==> config.mk <==
export PLATFORM = sky130hd
export DESIGN_NAME = timer16
export DESIGN_NICKNAME = d
export VERILOG_FILES = /design/src/hw/timer16_pkg.sv /design/src/hw/edge_filter.sv /design/src/hw/timer16.sv
export SDC_FILE = /design/constraint.sdc
export NUM_CORES = 1
export LEC_CHECK = 0
export BUFFER_PORTS_ARGS = -buffer_cell sky130_fd_sc_hd__buf_4
export CORE_MARGIN = 5
export CORE_UTILIZATION = 49
export DETAILED_ROUTE_END_ITERATION = 8
export PLACE_DENSITY = 0.89
export SYNTH_ARGS = -nofsm -noshare
export SYNTH_HDL_FRONTEND = slang
export SYNTH_SLANG_ARGS = --single-unit
==> constraint.sdc <==
create_clock -name mclk_in -period 3.88 [get_ports mclk_in]
set_clock_uncertainty 0.2 [all_clocks]
set_input_delay 0.582 -clock mclk_in [delete_from_list [all_inputs] [get_ports mclk_in]]
set_output_delay 0.582 -clock mclk_in [all_outputs]
set_load 0.01 [all_outputs]
==> src/hw/timer16_pkg.sv <==
package timer16_pkg;

    // ==========================================================
    // Mode field codes (three bits)
    // ==========================================================
    localparam logic [2:0] MODE_STOP      = 3'h0;
    localparam logic [2:0] MODE_PWM       = 3'h1;
    localparam logic [2:0] MODE_FREE_A    = 3'h2;
    localparam logic [2:0] MODE_FREE_B    = 3'h3;
    localparam logic [2:0] MODE_EDGE_A    = 3'h4;
    localparam logic [2:0] MODE_EDGE_B    = 3'h5;
    localparam logic [2:0] MODE_MATCH_A   = 3'h6;
    localparam logic [2:0] MODE_MATCH_B   = 3'h7;

    // ==========================================================
    // Count clock select codes
    // ==========================================================
    localparam logic [2:0] CLK_PIN        = 3'h0;
    localparam logic [2:0] CLK_DIV1       = 3'h1;
    localparam logic [2:0] CLK_DIV2       = 3'h2;
    localparam logic [2:0] CLK_DIV4       = 3'h3;
    localparam logic [2:0] CLK_DIV8       = 3'h4;
    localparam logic [2:0] CLK_WATCH      = 3'h7;

    // ==========================================================
    // Edge select and field positions
    // ==========================================================
    localparam logic [1:0] EDGE_FALL      = 2'h0;
    localparam logic [1:0] EDGE_RISE      = 2'h1;
    localparam logic [1:0] EDGE_BOTH      = 2'h3;
    localparam int         OUT_EN_POS     = 0;
    localparam int         OUT_LVL_POS    = 1;
    localparam int         PWM_FINE_LSB   = 2;
    localparam int         PWM_BASE_BITS  = 8;
    localparam int         PWM_SUB_BITS   = 6;
    localparam int         SCS_WIDTH      = 2;
    localparam int         PRESC_WIDTH    = 3;

    // ==========================================================
    // Reset values
    // ==========================================================
    localparam logic [15:0] CNT_RST       = 16'h0000;

    // Configuration bundle
    typedef struct packed {
        logic [2:0]           mode;
        logic [2:0]           clk_sel;
        logic                 osc_div_mode;
        logic [1:0]           edge_sel;
        logic [SCS_WIDTH-1:0] sample_clk_sel;
        logic [1:0]           out_ctrl;
    } cfg_t;

    typedef struct packed {
        logic       match_irq_primary;
        logic       ext_irq_a;
        logic       cap_valid;
    } evt_t;

endpackage

==> src/hw/edge_filter.sv <==
module edge_filter
    import timer16_pkg::*;
(
    input  wire logic                 mclk_in,        // System clock
    input  wire logic                 arst_n_in,      // Async reset
    input  wire logic                 pin_in,         // Raw input pin
    input  wire logic                 sample_en_in,   // Sampling strobe
    input  wire logic [1:0]           edge_sel_in,    // Valid edge select
    output logic                      level_out,      // Filtered level
    output logic                      edge_out        // Valid edge pulse
);

    // ==========================================================
    // Three-stage synchroniser and sampled filter
    // ==========================================================
    logic [2:0] sync_q,   sync_d;
    logic       samp_q,   samp_d;
    logic       level_q,  level_d;
    logic       edge_q,   edge_d;
    logic       rise;
    logic       fall;

    // Stable sample needs two agreeing samples before level moves
    always_comb
    begin
        sync_d  = {sync_q[1:0], pin_in};
        samp_d  = samp_q;
        level_d = level_q;
        rise    = 1'b0;
        fall    = 1'b0;
        if (sample_en_in && (sync_q[1] == sync_q[2]))
        begin
            samp_d = sync_q[2];
            if (samp_q == sync_q[2] && level_q != sync_q[2])   // RQ17
            begin
                level_d = sync_q[2];
                rise    = sync_q[2];
                fall    = ~sync_q[2];
            end
        end
        case (edge_sel_in)                                     // RQ16
            EDGE_FALL: edge_d = fall;
            EDGE_RISE: edge_d = rise;
            EDGE_BOTH: edge_d = rise | fall;
            default:   edge_d = 1'b0;
        endcase
    end

    // Registers only
    always_ff @(posedge mclk_in or negedge arst_n_in)
    begin
        if (!arst_n_in)
        begin
            sync_q  <= 3'h0;
            samp_q  <= 1'b0;
            level_q <= 1'b0;
            edge_q  <= 1'b0;
        end
        else
        begin
            sync_q  <= sync_d;
            samp_q  <= samp_d;
            level_q <= level_d;
            edge_q  <= edge_d;
        end
    end

    assign level_out = level_q;
    assign edge_out  = edge_q;

endmodule

==> src/hw/timer16.sv <==
// Function
// RQ1: Count clock from pin, prescaler or watch
// RQ2: Interval period is compare plus one
// RQ3: Match clears counter and raises interrupt
// RQ4: Mode field selects stop, PWM, free, clears
// RQ5: PWM width from upper fourteen compare bits
// RQ6: Output control bit one sets active level
// RQ7: Eight-bit base cycle, fourteen-bit subcycle; the code uses a six-bit subcycle index
// RQ8: Output enable bit gates the pin
// RQ9: Software sets PWM mode before compare
// RQ10: Software keeps compare low two bits zero
// RQ11: Software avoids PWM with pin clock
// RQ12: Pulse generator period and width registers
// RQ13: Software keeps secondary below primary
// RQ14: Period primary plus one, width secondary plus one
// RQ15: Free-run edge captures count, raises interrupt
// RQ16: Capture edge rising, falling or both
// RQ17: Sampled input, two agreeing samples needed
// RQ18: Free-run capture and restart capture methods
// RQ19: Generator output set at zero, cleared on match
module timer16
    import timer16_pkg::*;
#(
    parameter int CNT_WIDTH = 16               // Counter width
)
(
    input  wire logic                 mclk_in,           // 40 MHz clock
    input  wire logic                 arst_n_in,         // Async reset
    input  wire cfg_t                 cfg_in,            // Configuration
    input  wire logic [15:0]          cmp_primary_in,    // Primary compare
    input  wire logic [15:0]          cmp_secondary_in,  // Secondary cmp
    input  wire logic                 sec_is_capture_in, // Secondary capt
    input  wire logic                 timer_in_a,        // Input pin A
    input  wire logic                 watch_tick_in,     // Watch timer
    output logic [15:0]               count_reg_out,     // Counter value
    output logic [15:0]               cmp_cap_secondary_out, // Capt value
    output logic                      timer_out_pin_out, // Timer output
    output evt_t                      evt_out            // Event pulses
);

    // ==========================================================
    // Prescaler and count enable
    // ==========================================================
    logic [PRESC_WIDTH-1:0] presc_q,   presc_d;
    logic [3:0]             samp_div_q, samp_div_d;
    logic                   watch_q,   watch_d;
    logic                   cnt_en;
    logic                   samp_en;
    logic                   pin_edge;
    logic                   pin_level;

    // Main clock stands for the oscillator; the divide-by-two
    // oscillator mode halves the DIV2, DIV4 and DIV8 taps and stops DIV1
    always_comb
    begin
        presc_d    = presc_q + PRESC_WIDTH'(1);
        samp_div_d = samp_div_q + 4'h1;
        watch_d    = watch_tick_in;
        samp_en    = 1'b0;
        case (cfg_in.sample_clk_sel)
            2'h0:    samp_en = 1'b1;
            2'h1:    samp_en = (samp_div_q[1:0] == 2'h3);
            2'h2:    samp_en = (samp_div_q[2:0] == 3'h7);
            default: samp_en = (samp_div_q == 4'hF);
        endcase
        cnt_en = 1'b0;
        case (cfg_in.clk_sel)                               // RQ1
            CLK_PIN:   cnt_en = pin_edge;
            CLK_DIV1:  cnt_en = ~cfg_in.osc_div_mode
                                & presc_q[0];
            CLK_DIV2:  cnt_en = cfg_in.osc_div_mode
                                ? presc_q[0]
                                : (presc_q[1:0] == 2'h3);
            CLK_DIV4:  cnt_en = cfg_in.osc_div_mode
                                ? (presc_q[1:0] == 2'h3)
                                : (presc_q == 3'h7);
            CLK_DIV8:  cnt_en = cfg_in.osc_div_mode
                                ? (presc_q == 3'h7)
                                : (presc_q == 3'h7)
                                  & samp_div_q[3];  // Every 16 cycles
            CLK_WATCH: cnt_en = watch_tick_in & ~watch_q;
            default:   cnt_en = 1'b0;               // Prohibited
        endcase
    end

    // Prescaler registers
    always_ff @(posedge mclk_in or negedge arst_n_in)
    begin
        if (!arst_n_in)
        begin
            presc_q    <= '0;
            samp_div_q <= 4'h0;
            watch_q    <= 1'b0;
        end
        else
        begin
            presc_q    <= presc_d;
            samp_div_q <= samp_div_d;
            watch_q    <= watch_d;
        end
    end

    // ==========================================================
    // Input filter
    // ==========================================================
    edge_filter u_filt
    (
        .mclk_in      (mclk_in),
        .arst_n_in    (arst_n_in),
        .pin_in       (timer_in_a),
        .sample_en_in (samp_en),
        .edge_sel_in  (cfg_in.edge_sel),
        .level_out    (pin_level),
        .edge_out     (pin_edge)
    );

    // ==========================================================
    // Mode state machine
    // ==========================================================
    typedef enum logic [3:0] {
        ST_STOP  = 4'h1,
        ST_PWM   = 4'h2,
        ST_FREE  = 4'h4,
        ST_CLEAR = 4'h8
    } state_t;

    state_t state_q, state_d;

    // Mode field decode
    always_comb
    begin
        case (cfg_in.mode)                                  // RQ4
            MODE_STOP:                 state_d = ST_STOP;
            MODE_PWM:                  state_d = ST_PWM;
            MODE_FREE_A, MODE_FREE_B:  state_d = ST_FREE;
            default:                   state_d = ST_CLEAR;
        endcase
    end

    // State register
    always_ff @(posedge mclk_in or negedge arst_n_in)
    begin
        if (!arst_n_in)
            state_q <= ST_STOP;
        else
            state_q <= state_d;
    end

    // ==========================================================
    // Counter, capture and events
    // ==========================================================
    logic [CNT_WIDTH-1:0] cnt_q, cnt_d;
    logic [15:0]          cap_q, cap_d;
    evt_t                 evt_q, evt_d;
    logic                 match_p;
    logic                 match_s;
    logic                 edge_clear;
    logic                 match_clear;

    // Count clock edge counts only while a mode runs
    always_comb
    begin
        match_p     = (16'(cnt_q) == cmp_primary_in);
        match_s     = (16'(cnt_q) == cmp_secondary_in);
        edge_clear  = (state_q == ST_CLEAR) && !cfg_in.mode[1]
                      && pin_edge;                          // RQ18
        match_clear = (state_q == ST_CLEAR) && cfg_in.mode[1]
                      && cnt_en && match_p;                 // RQ3
        cnt_d       = cnt_q;
        cap_d       = cap_q;
        evt_d       = '0;
        case (state_q)
            ST_STOP:  cnt_d = '0;                           // RQ4
            ST_PWM:   cnt_d = cnt_en ? cnt_q + CNT_WIDTH'(1) : cnt_q;
            ST_FREE:  cnt_d = cnt_en ? cnt_q + CNT_WIDTH'(1) : cnt_q;
            ST_CLEAR:
            begin
                if (match_clear || edge_clear)
                    cnt_d = '0;                             // RQ2
                else if (cnt_en)
                    cnt_d = cnt_q + CNT_WIDTH'(1);
            end
            default:  cnt_d = '0;
        endcase
        // Capture on a valid edge, counter running
        if (state_q != ST_STOP && sec_is_capture_in && pin_edge)
        begin
            cap_d           = 16'(cnt_q);                   // RQ15
            evt_d.cap_valid = 1'b1;
        end
        if (state_q != ST_STOP && pin_edge)
            evt_d.ext_irq_a = 1'b1;                         // RQ15
        if (state_q != ST_STOP && state_q != ST_PWM && cnt_en
            && match_p)
            evt_d.match_irq_primary = 1'b1;                 // RQ3
    end

    // Counter registers
    always_ff @(posedge mclk_in or negedge arst_n_in)
    begin
        if (!arst_n_in)
        begin
            cnt_q <= '0;
            cap_q <= CNT_RST;
            evt_q <= '0;
        end
        else
        begin
            cnt_q <= cnt_d;
            cap_q <= cap_d;
            evt_q <= evt_d;
        end
    end

    // ==========================================================
    // Output generation
    // ==========================================================
    logic [PWM_SUB_BITS-1:0] sub_idx;
    logic [PWM_BASE_BITS-1:0] base_pos;
    logic [PWM_BASE_BITS-1:0] coarse;
    logic [PWM_SUB_BITS-1:0]  fine;
    logic [PWM_SUB_BITS-1:0]  sub_rev;
    logic                     extra;
    logic                     pwm_act;
    logic                     ppg_q, ppg_d;
    logic                     pin_q, pin_d;

    // Spreading the fine bits over the subcycle lets the filter
    // run with a shorter time constant than a plain 14-bit ramp
    always_comb
    begin
        base_pos = cnt_q[PWM_BASE_BITS-1:0];                // RQ7
        sub_idx  = cnt_q[PWM_BASE_BITS +: PWM_SUB_BITS];
        coarse   = cmp_primary_in[15 -: PWM_BASE_BITS];     // RQ5
        fine     = cmp_primary_in[PWM_FINE_LSB +: PWM_SUB_BITS];
        sub_rev  = {<<{sub_idx}};
        extra    = (fine > sub_rev);                        // RQ7
        pwm_act  = ({1'b0, base_pos} <
                    ({1'b0, coarse} + {8'h00, extra}));
        ppg_d    = ppg_q;
        if (state_q == ST_STOP)
            ppg_d = 1'b0;
        // Set as the counter lands on zero, in step with the match clear
        else if (16'(cnt_d) == 16'h0000)
            ppg_d = 1'b1;                                   // RQ19
        else if (cnt_en && match_s)
            ppg_d = 1'b0;                                   // RQ14
        if (state_q == ST_PWM)                              // RQ6
            pin_d = pwm_act ^ ~cfg_in.out_ctrl[OUT_LVL_POS];
        else
            pin_d = ppg_q ^ ~cfg_in.out_ctrl[OUT_LVL_POS];  // RQ12
        if (!cfg_in.out_ctrl[OUT_EN_POS])
            pin_d = 1'b0;                                   // RQ8
    end

    // Output registers
    always_ff @(posedge mclk_in or negedge arst_n_in)
    begin
        if (!arst_n_in)
        begin
            ppg_q <= 1'b0;
            pin_q <= 1'b0;
        end
        else
        begin
            ppg_q <= ppg_d;
            pin_q <= pin_d;
        end
    end

    // Every output comes from a flip-flop
    assign count_reg_out         = 16'(cnt_q);
    assign cmp_cap_secondary_out = cap_q;
    assign timer_out_pin_out     = pin_q;
    assign evt_out               = evt_q;

endmodule

==> metrics.txt <==
FFs w/ async S/R, synth=100%; Syn Inst Count=between 300 and 400; critical path data arrival time=3730 ps; CTS tree=yes; drt pass-1 iters=5; f_max=between 200 and 300 MHz; Worst Path Max Fanout=2; Min Clock Period, post-route=3740 ps; critical path class=register to register; WL/cell=16.8 µm; DRT antenna net count=0; clock network fraction of total power=between 30% and 40%; antenna violations before repair=0; HPWL after DPL=~7000 µm; H-Tree Depth=2; Slew HR=44.4%; Setup crit end kind=register; static leakage=just over 2 nW; # IOs=between 80 and 90; Comb power frac=roughly 14%; Starting Density=50.6%; global-route wire length before repair=roughly 15000 µm; placement-stage cell area=roughly 0.0042 mm²; reg2reg end=timer_out_pin_out$_DFF_PN0_; Clock Latency Late Sink=~310 ps; clock sink count=55; Clock Tree Buf Depth=2; Slew @ Worst Pin=around 830 ps; via count=around 3100; Cell Area, Synth=0.00343 mm²; GRT Resource Usage Total=~22%; #FFs+latches synth=55; diode count=0; DRT Wirelength=9470 µm; fillcell total=about 560; CTS root buffer=clkbuf_8; # port buffers=85; largest net degree at the start of global routing=56; row count=30; Psw=roughly 0.28 mW; max-cap check violation count=0; Die W=between 90 and 100 µm; CTS clk-pin slew, worst paths=about 100 ps; layout cell share with drive strength beyond 1=roughly a quarter; Core Region=slightly below 0.007 mm²; detailed router's first-iteration violation count=around 330; Tot Pwr=1.16 mW; Yosys cell types=between 50 and 60; post-synth net total=roughly 450; number of global-route vias before repair=between 3000 and 4000; grt total ovfl=0; Power Dens Cells=approximately 270 mW/mm²; Post-Route Setup TNS=0 ps; vias per cell=about 5.6; Hold Path Class=input port to async pin; WP data required=3870 ps; Critical R2R Launch=count_reg_out[12]$_DFF_PN0_; synthesis-to-layout area growth=26.6%; period utilization=between 90% and 100%; endpoints failing setup=0; Yosys warning count=0; Reg2Reg Setup Slack=about 140 ps; Synth Flop Type=dfrtp_1; Final nets=538; status=completed; Post-CTS Setup Inserts=0; Core Util, Final=64.0%; pins over their slew limit=0; post-route cell area=between 0.004 and 0.005 mm²; Int Power=~0.88 mW; Synth Area per Inst=between 8 and 9 µm²; RePlAce Congestion=roughly 0.95; Chip Height=~94 µm; sequential area share after synthesis=between 40% and 50%; crit start category=register; Worst VDD drop=177 µV; RSZ-0062 raised after global routing=false; DRC=0; Final Hold Fails=0; power share of the sequential group=between 50% and 60%; Die ar.=0.00878 mm²; TritonCTS Buffers=5; switching share of total power=24.2%; FF-to-FF path depth=17; Post-synth EDFFs=0
layout make-up:
class / count / area [µm²] / share of cell area (%)
clock buffers: 6 / 82.6 / 1.90
clock inverters: 2 / 35.0 / 0.806
inverters: 15 / 56.3 / 1.29
multi-input cells: 293 / 1940 / 44.6
flip-flops and latches: 55 / 1380 / 31.7
well taps: 96 / 120 / 2.76
repair buffers: 98 / 736 / 16.9
cell usage in the layout, fill, tap and decap left out, drive strengths merged, types with 4 or more instances in the layout:
cell / n
a21o: 5
a21oi: 10
and2: 5
and3: 8
buf: 98
clkbuf: 6
dfrtp: 54
ha: 20
inv: 15
nand2: 66
nand3: 14
nand4: 11
nor2: 27
nor2b: 4
nor3: 8
o21ai: 14
xnor2: 49
xor2: 10
power groups by stage:
stage	clock network [mW]	registers (mW)	logic (mW)
after floorplan	0	0.603	0.0757
after global placement	0	0.604	0.155
after detailed placement	0	0.605	0.163
after CTS	0.407	0.594	0.164
after global routing	0.429	0.596	0.181
final	0.397	0.594	0.166
what timing repair did:
| item | CTS | global route |
|---|---|---|
| gates resized for setup | 0 | 5 |
| hold buffers | 0 | 0 |
| setup endpoints to repair | 0 | 1 |
routing by layer:
metal	up-vias	routed length [µm]	track usage [%]
met3	31	971	5.05
li1	1460	-	-
met5	-	0	0
met1	1471	3640	27.2
met4	0	266	8.42
met2	175	4590	36.8
stage by stage:
| stage | hold WS [ps] | instances | setup slack [ps] |
|---|---|---|---|
| after detailed placement | 139 | 557 | -206 |
| final | 111 | 565 | 139 |
| after global routing | 154 | 565 | 7.40 |
| after floorplan | 86.4 | 382 | 5.59 |
| after CTS | 131 | 565 | 63.2 |
| after global placement | 138 | 557 | -62.7 |
kinds of logic (layout without fill, tap and decap cells):
| kind of cell | after synthesis | count (layout) | synth area share (%) |
|---|---|---|---|
| AND/OR/NAND/NOR | 163 | 163 | 23.0 |
| XOR/XNOR | 59 | 59 | 15.0 |
| flip-flops | 55 | 55 | 40.1 |
| AO/OA/AOI/OAI | 45 | 45 | 8.49 |
| buffers and inverters | 34 | 121 | 3.75 |
| adder cells (fa/ha/maj) | 20 | 20 | 7.29 |
| multiplexers | 6 | 6 | 2.33 |
worst max path at each step:
stage                                      from                          end  depth (start not counted)
floorplan           count_reg_out[12]$_DFF_PN0_  timer_out_pin_out$_DFF_PN0_                         18
global placement              cmp_primary_in[3]  timer_out_pin_out$_DFF_PN0_                         17
detailed placement            cmp_primary_in[3]  timer_out_pin_out$_DFF_PN0_                         17
CTS                 count_reg_out[12]$_DFF_PN0_  timer_out_pin_out$_DFF_PN0_                         17
global route        count_reg_out[12]$_DFF_PN0_  timer_out_pin_out$_DFF_PN0_                         17
finish              count_reg_out[12]$_DFF_PN0_  timer_out_pin_out$_DFF_PN0_                         17
registers in the layout (all words and copies together), names as in the netlist:
register and cells:
count_reg_out 16, u_filt.level_out 1, timer_out_pin_out 1, ppg_q 1
u_filt.edge_out 1, presc_q 3, state_q 4, evt_out 3
watch_q 1, u_filt.samp_q 1, samp_div_q 4, u_filt.sync_q 3
cmp_cap_secondary_out 16
Yosys cell counts (2+ instances only):
cell	number	area share (%)
nand3b_1	3	0.66
o21ai_0	14	2.0
nor2_1	27	3.0
ha_1	20	7.3
nor3_1	8	1.2
nand2b_1	3	0.55
nor4b_1	3	0.77
a21oi_1	9	1.3
and3_1	7	1.3
a21o_1	5	1.1
inv_1	15	1.6
xnor2_1	49	12
o22ai_1	2	0.36
xor2_1	10	2.5
nand3_1	14	2.0
mux2i_1	2	0.58
nand2_1	66	7.2
dfrtp_1	54	39
clkbuf_1	17	1.9
nor4_1	2	0.36
and2_1	5	0.91
a31oi_1	2	0.36
a22o_1	2	0.51
nand4_1	11	2.0
or3_1	2	0.36
nor2b_1	4	0.73
worst max-delay path: stages (launching register included):
cell and delay, ps:
dfrtp_1 400, inv_1 100, ha_1 250, nor2b_1 150, o21ai_1 140, nand2b_1 90
a221oi_2 250, a41oi_1 90, ha_1 220, ha_1 270, inv_1 40, ha_1 260
a21o_1 150, a21o_1 180, a211oi_2 210, o21ai_1 100, nand3_1 70, or3b_2 450
(Power assumes the default switching activity.)
